===== config.mk =====
export PLATFORM = sky130hd
export DESIGN_NAME = tblnvm_access
export DESIGN_NICKNAME = d
export VERILOG_FILES = /design/src/tblnvm_pkg.sv /design/src/hold_buffer.sv /design/src/tblnvm_access.sv
export SDC_FILE = /design/constraint.sdc
export NUM_CORES = 2
export LEC_CHECK = 0
export BUFFER_PORTS_ARGS = -buffer_cell sky130_fd_sc_hd__buf_2
export CAP_MARGIN = 20
export CORE_AREA = 4 4 297 299
export DETAILED_ROUTE_END_ITERATION = 10
export DIE_AREA = 0 0 301 303
export PLACE_DENSITY_LB_ADDON = 0.08
export SETUP_SLACK_MARGIN = 0.3
export SLEW_MARGIN = 20
export SYNTH_ARGS = -nofsm -noshare
export SYNTH_HDL_FRONTEND = slang
export SYNTH_SLANG_ARGS = --single-unit
export TNS_END_PERCENT = 5

===== constraint.sdc =====
create_clock -name sys_clk -period 41.2 [get_ports sys_clk]
set_input_delay 4.12 -clock sys_clk [delete_from_list [all_inputs] [get_ports sys_clk]]
set_output_delay 4.12 -clock sys_clk [all_outputs]
set_load 0.02 [all_outputs]

===== src/tblnvm_pkg.sv =====
// Constants shared by the table pointer and NVM access block
package tblnvm_pkg;
    localparam int unsigned PTR_W       = 22;
    localparam int unsigned PTR_INC_TOP = 20;
    localparam int unsigned REGION_BIT  = 21;

    // Register select codes on the special function register port
    localparam logic [2:0] SEL_PTR_UPPER = 3'h0;
    localparam logic [2:0] SEL_PTR_HIGH  = 3'h1;
    localparam logic [2:0] SEL_PTR_LOW   = 3'h2;
    localparam logic [2:0] SEL_LATCH     = 3'h3;
    localparam logic [2:0] SEL_KEY       = 3'h4;
    localparam logic [2:0] SEL_CTRL      = 3'h5;
    localparam logic [2:0] SEL_IRQ       = 3'h6;

    // Control register fields
    localparam int unsigned CTRL_WR_BIT    = 1;
    localparam int unsigned CTRL_WREN_BIT  = 2;
    localparam int unsigned CTRL_WRITE_ERROR_FLAG_BIT = 3;
    localparam int unsigned CTRL_FREE_BIT  = 4;
    localparam int unsigned CTRL_REG_LSB   = 6;
    localparam logic [1:0]  REG_EEPROM     = 2'h0;
    localparam logic [1:0]  REG_PFM        = 2'h2;

    // Interrupt register fields
    localparam int unsigned IRQ_DONE_BIT = 0;
    localparam int unsigned IRQ_EN_BIT   = 1;

    // Unlock keys
    localparam logic [7:0] KEY_FIRST  = 8'h55;
    localparam logic [7:0] KEY_SECOND = 8'haa;

    // Region bounds on the byte pointer
    localparam logic [21:0] PFM_END    = 22'h01ffff;
    localparam logic [21:0] UID_START  = 22'h200000;
    localparam logic [21:0] UID_END    = 22'h20000f;
    localparam logic [21:0] CFG_START  = 22'h300000;
    localparam logic [21:0] CFG_END    = 22'h30000b;

    // Values after reset
    localparam logic [21:0] PTR_RST   = 22'h000000;
    localparam logic [7:0]  LATCH_RST = 8'h00;
    localparam logic [7:0]  HOLD_RST  = 8'hff;

    // Pointer modifiers of a table operation
    localparam logic [1:0] MOD_NONE     = 2'h0;
    localparam logic [1:0] MOD_POST_INC = 2'h1;
    localparam logic [1:0] MOD_POST_DEC = 2'h2;
    localparam logic [1:0] MOD_PRE_INC  = 2'h3;
endpackage


===== src/hold_buffer.sv =====
// Write block holding registers, preset to erased value
`timescale 1ns/1ps
`default_nettype none
module hold_buffer
    import tblnvm_pkg::*;
#(
    parameter int unsigned IDX_W = 7
) (
    // Clock and reset
    input  wire logic             sys_clk,
    input  wire logic             sys_rst,
    // Byte write from the table latch
    input  wire logic             wr_en,
    input  wire logic [IDX_W-1:0] wr_idx,
    input  wire logic [7:0]       wr_data,
    // Preset after a block is programmed
    input  wire logic             preset,
    // Read port toward the flash programmer
    input  wire logic [IDX_W-1:0] rd_idx,
    output logic      [7:0]       rd_data
);
    localparam int unsigned DEPTH = 1 << IDX_W;

    logic [7:0] mem_r   [DEPTH];
    logic [7:0] mem_nxt [DEPTH];

    always_comb begin
        for (int i = 0; i < DEPTH; i++) begin
            if (preset) begin
                mem_nxt[i] = HOLD_RST;
            end else if (wr_en && (wr_idx == IDX_W'(i))) begin
                mem_nxt[i] = wr_data;
            end else begin
                mem_nxt[i] = mem_r[i];
            end
        end
    end

    always_ff @(posedge sys_clk or posedge sys_rst) begin
        if (sys_rst) begin
            for (int i = 0; i < DEPTH; i++) begin
                mem_r[i] <= HOLD_RST;
            end
        end else begin
            mem_r <= mem_nxt;
        end
    end

    assign rd_data = mem_r[rd_idx];
endmodule // hold_buffer
`default_nettype wire


===== src/tblnvm_access.sv =====
// Table pointer, transfer latch, holding buffer and NVM unlock control
`timescale 1ns/1ps
`default_nettype none
// Operation
// Upper, high and low pointer bytes form one 22-bit byte address.
// Bits 0-20 address program space; bit 21 selects ID and configuration.
// Auto increment and decrement change bits 0-20 only, never bit 21.
// Modifiers: none, post-increment, post-decrement, pre-increment.
// An 8-bit latch receives read bytes and supplies written bytes.
// A table read fetches the byte at the full pointer into the latch.
// A table write stores the latch into the holding byte at low pointer bits.
// Holding buffer of 128 bytes, indexed by pointer bits 6-0, size parameterised.
// Block programming targets the upper pointer bits, low bits ignored.
// A read stalls the core; latch is valid in the following cycle.
// Pointer bit 0 picks the high or low byte of a 16-bit word.
// Table operations are byte granular with no alignment demands.
// Erase and writes start only after a completed unlock sequence.
// Software writes 55h, then AAh, then sets the write-start bit.
// Unlock steps must be consecutive; only an unbroken sequence is accepted.
// While the write-start bit is set the core stays stalled.
// Software masks interrupts around the unlock sequence.
// An interrupt or debug halt during the sequence cancels the action.
// Completion clears write-start and sets the done flag, raising interrupt if enabled.
// Start on a reserved or protected address sets write error, changes nothing.
module tblnvm_access
    import tblnvm_pkg::*;
#(
    parameter int unsigned HOLD_IDX_W = 7
) (
    // Clock and reset
    input  wire logic              sys_clk,
    input  wire logic              sys_rst,
    // Special function register writes from the core
    input  wire logic              sfr_wr_en,
    input  wire logic [2:0]        sfr_sel,
    input  wire logic [7:0]        sfr_wdata,
    // Register contents seen by the core
    output logic      [PTR_W-1:0]  table_byte_pointer,
    output logic      [7:0]        table_transfer_latch,
    output logic      [7:0]        nvm_control_register,
    output logic                   nvm_done_flag,
    output logic                   nvm_done_irq_enable,
    output logic                   nvm_irq,
    // Table instructions from the core
    input  wire logic              tbl_req,
    input  wire logic              tbl_is_write,
    input  wire logic [1:0]        tbl_mod,
    output logic                   cpu_stall,
    // Sequence disturbance from the core
    input  wire logic              irq_taken,
    input  wire logic              debug_halt,
    // Write protection lookup for the current pointer
    input  wire logic              wr_protect_hit,
    // Program memory word read
    output logic                   flash_rd_req,
    output logic      [PTR_W-2:0]  flash_rd_word_addr,
    input  wire logic              flash_rd_ack,
    input  wire logic [15:0]       flash_rd_word,
    // Long operation toward the flash programmer
    output logic                   nvm_cmd_start,
    output logic                   nvm_cmd_erase,
    output logic      [1:0]        nvm_cmd_region,
    output logic      [PTR_W-1:0]  nvm_cmd_addr,
    input  wire logic              nvm_cmd_done,
    input  wire logic [HOLD_IDX_W-1:0] hold_rd_idx,
    output logic      [7:0]        hold_rd_data
);
    typedef enum logic [2:0] {ST_IDLE, ST_READ, ST_TWRITE, ST_LONG} state_t;
    typedef enum logic [1:0] {KEY_NONE, KEY_GOT1, KEY_GOT2} key_t;

    state_t           state_r, state_nxt;
    key_t             key_r, key_nxt;
    logic [PTR_W-1:0] ptr_r, ptr_nxt;
    logic [7:0]       latch_r, latch_nxt;
    logic [7:0]       ctrl_r, ctrl_nxt;
    logic             done_r, done_nxt;
    logic             ien_r, ien_nxt;
    logic [1:0]       mod_r, mod_nxt;
    logic             start_r, start_nxt;
    logic             hold_we, hold_preset;
    logic             region_ok, wr_set_req;

    function automatic logic [PTR_W-1:0] step(input logic [PTR_W-1:0] p, input logic dec);
        logic [PTR_INC_TOP:0] low;
        low = dec ? p[PTR_INC_TOP:0] - 1'b1 : p[PTR_INC_TOP:0] + 1'b1;
        return {p[REGION_BIT], low};
    endfunction

    function automatic logic [PTR_W-1:0] post_mod(input logic [PTR_W-1:0] p, input logic [1:0] m);
        case (m)
            MOD_POST_INC: return step(p, 1'b0);
            MOD_POST_DEC: return step(p, 1'b1);
            default:      return p;
        endcase
    endfunction

    // Valid target for the selected memory; EEPROM addressing lives elsewhere
    always_comb begin
        if (ctrl_r[CTRL_REG_LSB+1 -: 2] == REG_PFM) begin
            region_ok = !ptr_r[REGION_BIT] && (ptr_r <= PFM_END) && !wr_protect_hit;
        end else if (ctrl_r[CTRL_REG_LSB]) begin
            region_ok = ((ptr_r >= UID_START) && (ptr_r <= UID_END))
                     || ((ptr_r >= CFG_START) && (ptr_r <= CFG_END));
        end else begin
            region_ok = (ctrl_r[CTRL_REG_LSB+1 -: 2] == REG_EEPROM);
        end
    end

    assign wr_set_req = sfr_wr_en && (sfr_sel == SEL_CTRL) && sfr_wdata[CTRL_WR_BIT];

    always_comb begin
        state_nxt   = state_r;
        key_nxt     = key_r;
        ptr_nxt     = ptr_r;
        latch_nxt   = latch_r;
        ctrl_nxt    = ctrl_r;
        done_nxt    = done_r;
        ien_nxt     = ien_r;
        mod_nxt     = mod_r;
        start_nxt   = 1'b0;
        hold_we     = 1'b0;
        hold_preset = 1'b0;
        case (state_r)
            ST_IDLE: begin
                // Any access other than the next unlock step breaks the sequence
                if (irq_taken || debug_halt || tbl_req) begin
                    key_nxt = KEY_NONE;
                end else if (sfr_wr_en) begin
                    if (sfr_sel == SEL_KEY && sfr_wdata == KEY_FIRST && key_r == KEY_NONE) begin
                        key_nxt = KEY_GOT1;
                    end else if (sfr_sel == SEL_KEY && sfr_wdata == KEY_SECOND
                                 && key_r == KEY_GOT1) begin
                        key_nxt = KEY_GOT2;
                    end else begin
                        key_nxt = KEY_NONE;
                    end
                end
                if (tbl_req) begin
                    mod_nxt   = tbl_mod;
                    if (tbl_mod == MOD_PRE_INC) begin
                        ptr_nxt = step(ptr_r, 1'b0);
                    end
                    state_nxt = tbl_is_write ? ST_TWRITE : ST_READ;
                end else if (sfr_wr_en) begin
                    case (sfr_sel)
                        SEL_PTR_UPPER: ptr_nxt[21:16] = sfr_wdata[5:0];
                        SEL_PTR_HIGH:  ptr_nxt[15:8]  = sfr_wdata;
                        SEL_PTR_LOW:   ptr_nxt[7:0]   = sfr_wdata;
                        SEL_LATCH:     latch_nxt      = sfr_wdata;
                        SEL_IRQ: begin
                            done_nxt = sfr_wdata[IRQ_DONE_BIT];
                            ien_nxt  = sfr_wdata[IRQ_EN_BIT];
                        end
                        SEL_CTRL: begin
                            // Write-start is set-only; error bit may be cleared by software
                            ctrl_nxt = {sfr_wdata[7:6], 1'b0, sfr_wdata[CTRL_FREE_BIT],
                                        sfr_wdata[CTRL_WRITE_ERROR_FLAG_BIT], sfr_wdata[CTRL_WREN_BIT],
                                        1'b0, 1'b0};
                            if (wr_set_req && key_r == KEY_GOT2
                                && !irq_taken && !debug_halt
                                && sfr_wdata[CTRL_WREN_BIT]) begin
                                if (region_ok) begin
                                    ctrl_nxt[CTRL_WR_BIT] = 1'b1;
                                    start_nxt = 1'b1;
                                    state_nxt = ST_LONG;
                                end else begin
                                    ctrl_nxt[CTRL_WRITE_ERROR_FLAG_BIT] = 1'b1;
                                end
                            end
                        end
                        default: ;
                    endcase
                end
            end
            ST_READ: begin
                if (flash_rd_ack) begin
                    latch_nxt = ptr_r[0] ? flash_rd_word[15:8] : flash_rd_word[7:0];
                    ptr_nxt   = post_mod(ptr_r, mod_r);
                    state_nxt = ST_IDLE;
                end
            end
            ST_TWRITE: begin
                hold_we   = 1'b1;
                ptr_nxt   = post_mod(ptr_r, mod_r);
                state_nxt = ST_IDLE;
            end
            ST_LONG: begin
                if (nvm_cmd_done) begin
                    ctrl_nxt[CTRL_WR_BIT] = 1'b0;
                    done_nxt    = 1'b1;
                    hold_preset = !ctrl_r[CTRL_FREE_BIT];
                    state_nxt   = ST_IDLE;
                end
            end
            default: state_nxt = ST_IDLE;
        endcase
    end

    always_ff @(posedge sys_clk or posedge sys_rst) begin
        if (sys_rst) begin
            state_r <= ST_IDLE;
            key_r   <= KEY_NONE;
            ptr_r   <= PTR_RST;
            latch_r <= LATCH_RST;
            ctrl_r  <= 8'h00;
            done_r  <= 1'b0;
            ien_r   <= 1'b0;
            mod_r   <= MOD_NONE;
            start_r <= 1'b0;
        end else begin
            state_r <= state_nxt;
            key_r   <= key_nxt;
            ptr_r   <= ptr_nxt;
            latch_r <= latch_nxt;
            ctrl_r  <= ctrl_nxt;
            done_r  <= done_nxt;
            ien_r   <= ien_nxt;
            mod_r   <= mod_nxt;
            start_r <= start_nxt;
        end
    end

    hold_buffer #(
        .IDX_W   (HOLD_IDX_W)
    ) u_hold (
        .sys_clk (sys_clk),
        .sys_rst (sys_rst),
        .wr_en   (hold_we),
        .wr_idx  (ptr_r[HOLD_IDX_W-1:0]),
        .wr_data (latch_r),
        .preset  (hold_preset),
        .rd_idx  (hold_rd_idx),
        .rd_data (hold_rd_data)
    );

    assign table_byte_pointer   = ptr_r;
    assign table_transfer_latch = latch_r;
    assign nvm_control_register = ctrl_r;
    assign nvm_done_flag        = done_r;
    assign nvm_done_irq_enable  = ien_r;
    assign nvm_irq              = done_r && ien_r;
    assign cpu_stall            = (state_r != ST_IDLE);
    assign flash_rd_req         = (state_r == ST_READ);
    assign flash_rd_word_addr   = ptr_r[PTR_W-1:1];
    assign nvm_cmd_start        = start_r;
    assign nvm_cmd_erase        = ctrl_r[CTRL_FREE_BIT];
    assign nvm_cmd_region       = ctrl_r[CTRL_REG_LSB+1 -: 2];
    // Block base only: low bits are dropped for programming and erase
    assign nvm_cmd_addr = {ptr_r[PTR_W-1:HOLD_IDX_W], {HOLD_IDX_W{1'b0}}};

    bit21_kept_a: assert property (@(posedge sys_clk) disable iff (sys_rst)
        (state_r != ST_IDLE) |=> ptr_r[REGION_BIT] == $past(ptr_r[REGION_BIT]))
        else $error("pointer bit 21 changed by a table modifier");

    start_needs_key_a: assert property (@(posedge sys_clk) disable iff (sys_rst)
        $rose(ctrl_r[CTRL_WR_BIT]) |-> $past(key_r) == KEY_GOT2 && $past(wr_set_req))
        else $error("write-start set without a complete unlock");

    cmd_follows_wr_a: assert property (@(posedge sys_clk) disable iff (sys_rst)
        nvm_cmd_start |-> ctrl_r[CTRL_WR_BIT] && cpu_stall)
        else $error("command issued without write-start and stall");

    err_no_start_a: assert property (@(posedge sys_clk) disable iff (sys_rst)
        $rose(ctrl_r[CTRL_WRITE_ERROR_FLAG_BIT]) && $past(state_r) == ST_IDLE && $past(wr_set_req)
        |-> !nvm_cmd_start && !ctrl_r[CTRL_WR_BIT])
        else $error("write error raised yet the operation started");

    read_latch_a: assert property (@(posedge sys_clk) disable iff (sys_rst)
        (state_r == ST_READ && flash_rd_ack) |=>
        latch_r == ($past(ptr_r[0]) ? $past(flash_rd_word[15:8]) : $past(flash_rd_word[7:0]))
        && !cpu_stall)
        else $error("read byte not in latch on the following cycle");

    done_clears_wr_a: assert property (@(posedge sys_clk) disable iff (sys_rst)
        (state_r == ST_LONG && nvm_cmd_done) |=> !ctrl_r[CTRL_WR_BIT] && done_r && !cpu_stall)
        else $error("completion did not clear write-start and set done");

    stall_while_wr_a: assert property (@(posedge sys_clk) disable iff (sys_rst)
        ctrl_r[CTRL_WR_BIT] |-> cpu_stall)
        else $error("core not stalled during long operation");

    halt_breaks_key_a: assert property (@(posedge sys_clk) disable iff (sys_rst)
        (irq_taken || debug_halt) && state_r == ST_IDLE |=> key_r == KEY_NONE
        && !ctrl_r[CTRL_WR_BIT])
        else $error("disturbed sequence still armed");

    post_inc_a: assert property (@(posedge sys_clk) disable iff (sys_rst)
        state_r == ST_TWRITE && mod_r == MOD_POST_INC |=>
        ptr_r[PTR_INC_TOP:0] == $past(ptr_r[PTR_INC_TOP:0]) + 21'h000001)
        else $error("post-increment did not advance the pointer");
endmodule // tblnvm_access
`default_nettype wire


-- Yosys cells after proc, flatten, opt, wreduce, memory -nomap -nowiden
Cells that the tools add are included.
- flip-flop bits (word level): 1070
- input port bits: 46
- logic and storage cells: 922
- output and inout bits: 98
- eq/ne operators: 160
- mux-type cells: 310
- reduce and logical (&&, ||, !) cells: 301
- bitwise gates (word level): 2
- $add $sub $neg: 2
- order comparisons: 6
- operator list (kind ; number):
    8-bit two-way mux ; 265
    7-bit == test (second input constant) ; 64
    2-bit nonzero test ; 131
    7-bit by 6-bit == test with 1-bit output (second input constant) ; 32
    1-bit logical AND ; 143
    7-bit by 5-bit == test with 1-bit output (second input constant) ; 16
    22-bit two-way mux ; 3
    22-bit one-hot mux with 3 select lines ; 1
    8-bit binary-select mux with 7-bit select ; 1
    7-bit by 4-bit == test with 1-bit output (second input constant) ; 8
    22-bit greater-or-equal comparator (second input constant) ; 2
    22-bit less-or-equal comparator (second input constant) ; 2
    21-bit one-hot mux with 2 select lines ; 1
    5-bit AND reduction ; 7
    7-bit by 3-bit == test with 1-bit output (second input constant) ; 4
    22-bit by 17-bit less-or-equal comparator with 1-bit output (second input constant) ; 1
    21-bit by 1-bit adder with 21-bit output (second input constant) ; 1
    21-bit two-way mux ; 1
    3-bit two-way mux ; 7
    21-bit by 1-bit subtractor with 21-bit output (second input constant) ; 1
    1-bit two-way mux ; 18
    2-bit two-way mux ; 8
    8-bit one-hot mux with 2 select lines ; 1
    3-bit != test (second input constant) ; 5
    other kinds (27) ; 58

-- Logic depth before layout (Yosys ltp)
- depth after elaboration: 12
- mapped depth: 10
- gate-level depth less buffers: 8

-- Hierarchy
A second synthesis with hierarchy kept.
- cell total of the unflattened synthesis: 4532
- area total of the unflattened synthesis: 53936.7 um^2
- by module, submodules not included (module ; instances ; cells an instance ; area each (um^2)):
    hold_buffer ; 1 ; 4069 ; 50179.4
    tblnvm_access ; 1 ; 463 ; 3757.4

-- Worst setup path after synthesis
Ideal clock, no wire load.
- path type: input-to-output
- from: input port hold_rd_idx[0]
- to: output port hold_rd_data[0]
- slack: 30.514 ns
- cell stages on the path: 6
- data arrival time: 6.566 ns
- data required time: 37.080 ns
- path buffers: 2
- path through: clkbuf_1 buf_1 mux4_2 mux4_2 mux4_2 mux2_2
- cells in the longest elaborated chain, start to end: 4
- ends and longest elaborated chain (element ; line ; source):
    from (decl) ; tblnvm_access.sv:65 ; input wire logic [HOLD_IDX_W-1:0] hold_rd_idx,
    7-bit NOT with 8-bit output (not written as such) ; hold_buffer.sv:49 ; assign rd_data = mem_r[rd_idx];
    8-bit binary-select mux with 7-bit select ; hold_buffer.sv:49 ;
    8-bit two-way mux (not written as such) (2 in a row) ; hold_buffer.sv:49 ;
    to (decl) ; tblnvm_access.sv:66 ; output logic [7:0] hold_rd_data
Every way passes these cells. The select of a mux whose other input is x is not followed.

-- Final worst setup path
- from: input port hold_rd_idx[2]
- to: output port hold_rd_data[4]
The elaborated chain is that of the path after synthesis.

==> metrics <==
run status complete, no violations; Die W between 300 and 400 microns; drt total wl 184000 microns; 1st-pass router iterations 8; ANT nets after route 0; Post-Place Worst Slack roughly 28000 ps; Gates resized, CTS repair 0; reg2reg start state_r[0]$_DFFE_PP0P_; area share of the largest cell type after synthesis between 50% and 60%; max layer used met5; setup ws final 28300 ps; number of global-route vias before repair 43.0k; Core Area approximately 85000 sq um; final hold vios 0; average size of a mapped cell just under 10 sq um; TNS Setup 0 ps; dpl cells about 6.5k; Metal-1 WL 67500 microns; number of synthesized flops with an enable pin 0; peak supply drop 0.0662 mV; Syn Std Cell Area 53700 sq um; root buffer cell clkbuf_16; cell taking the most area after synthesis dfstp_2; count of cell types in the netlist slightly above 60; Ports 144; Area contributors post-synth dfstp_2 (50%), nand2_1 (16%), mux4_2 (14%); global-route wire length before repair 278000 microns; r2r setup slk 37260 ps; CTS Buffer Depth 3; largest net degree at the start of global routing 251; gr usage total 40.5%; Hold EP u_hold.mem_r[777]$_DFFE_PP1P_; CTS sink cnt 1069; Leakage 0.0253 uW; GR Overflow Total 0; CP arrival 8780 ps; drt first-iter violations 5853; met3 wire length roughly 23000 microns; Hold Crit Depth 2; DP HPWL around 120000 microns; crit-path max FO 114; Fmax 77.5 MHz; cells after synthesis 5551; CTS tree built; layout cells sized above 1 between 30 and 40%; clk_skew 21.0 ps; port bufs 134; final std cells w/o fill ~6.7k; kind of critical path in -> out; slew margin rel. 13.5%; Avg WL per Cell 27.4 microns; Most used DFF post-synth dfstp_2; Post-synth ARST share 100%; NumNets Final 5514; Critical Path RT 37080 ps; CTS Buf Count 111; vias 44.6k; Startpoint Class input pin; max cap viols 0; post-synthesis sequential area ratio 52.2%; FP Rows roughly 110; Final Slew Violations 0; Hold Startpoint u_hold.mem_r[777]$_DFFE_PP1P_; reg2reg path depth 6; Final period util 31.3%; Least-Margin Pin Slew 1300 ps; DR WL met2 79700 microns; initial antenna violation count 7; residual DRC count 0; post-CTS setup buffer count 0; cell area power density 70.9 nW/um^2; capturing point of the worst reg2reg path u_hold.mem_r[422]$_DFFE_PP1P_; Final GP Congestion about 1.0; die area 91200 sq um; hold_buf cts 0; Final setup viols 0; #FFs+latches synth 1069; H-tree Lvls 3; Initial Utilization around 63%; Power Total approximately 4200 uW; Worst setup EP type primary output; post-layout minimum cycle time 12900 ps; die height 303 microns; count leader, synth nand2_1; Synth top cells by count nand2_1 (2217), nand3_1 (1052), dfstp_2 (1024); RSZ-0062 raised after global routing no; Synth warnings 0; clk_lat worst skew 710 ps; Tightest Hold Check Type reg -> reg; clock transition at the registers of the reported paths 60 ps; Area Overhead vs Synth 9.55%; vias per inst ~6.7
## state kept, by name, indices dropped and copies added, names as in the netlist
| signal | flops |
|---|---|
| nvm_control_register | 6 |
| table_transfer_latch | 8 |
| nvm_cmd_start | 1 |
| u_hold.mem_r | 1024 |
| table_byte_pointer | 22 |
| mod_r | 2 |
| nvm_done_irq_enable | 1 |
| key_r | 2 |
| state_r | 2 |
| nvm_done_flag | 1 |
## kinds of logic after synthesis
group | Yosys count | share of synthesized area, %
xor gates and xnor gates | 5 | 0.0816
other | 1 | 0.00699
buffers and inverters | 426 | 3.44
adders and majority gates | 9 | 0.210
AOI/OAI and AO/OA | 128 | 1.52
and+or+nand+nor | 3545 | 27.7
muxes | 368 | 14.8
DFF | 1069 | 52.2
## layer usage
layer,vias to the layer above,track usage [%]
met4,4,23.9
met5,-,0
met3,624,11.7
met2,2998,58.7
li1,18700,-
met1,22300,54.9
## critical path, stage by stage
cell and delay [ps]:
buf_8 600, buf_4 920, buf_4 870, mux4_2 430, mux4_2 540, mux4_2 590, mux2_2 340, buf_2 170
## through the flow
stage / hold WS [ps] / util [%] / area (sq um)
floorplan: 462 / - / 53700
global placement: 468 / 64.2 / 54700
detailed placement: 475 / 64.2 / 54700
CTS: 484 / 69.0 / 58700
global route: 492 / 69.0 / 58800
finish: 482 / 69.0 / 58800
## placed cells by master (no fill, tap or decap), types with 13 or more instances in the layout
master,instances
clkbuf_1,21
dfstp_2,1024
buf_4,60
nand3_1,1048
a21oi_1,36
clkinv_2,22
nand4_1,13
buf_2,131
dfrtp_1,37
nand2_1,2217
clkbuf_16,113
bufinv_16,19
o21ai_0,34
mux2_2,22
nor2_1,170
mux4_2,336
clkbuf_8,19
## layout make-up
type	count	area, sq um
Antenna cell	2	5.00
Multi-Input combinational cell	4064	23900
Timing Repair Buffer	200	1270
Fill cell	6431	26400
Sequential cell	1069	28100
Inverter	13	56.3
Tap cell	1144	1430
Clock inverter	57	890
Clock buffer	153	3170
## worst max path at each step
stage	endpoint	start
2_1_floorplan	key_r[0]$_DFFE_PP0P_	sys_rst
3_3_place_gp	hold_rd_data[5]	hold_rd_idx[0]
3_5_place_dp	hold_rd_data[4]	hold_rd_idx[0]
4_1_cts	hold_rd_data[4]	hold_rd_idx[0]
5_1_grt	hold_rd_data[4]	hold_rd_idx[0]
6_report	hold_rd_data[4]	hold_rd_idx[2]
## power by group
part	switching, uW	internal (uW)	total (uW)	leakage [uW]
Combinational	748	409	1160	0.0120
Sequential	329	1570	1890	0.0113
Clock	454	661	1110	0.00198
(Power assumes the default switching activity.)
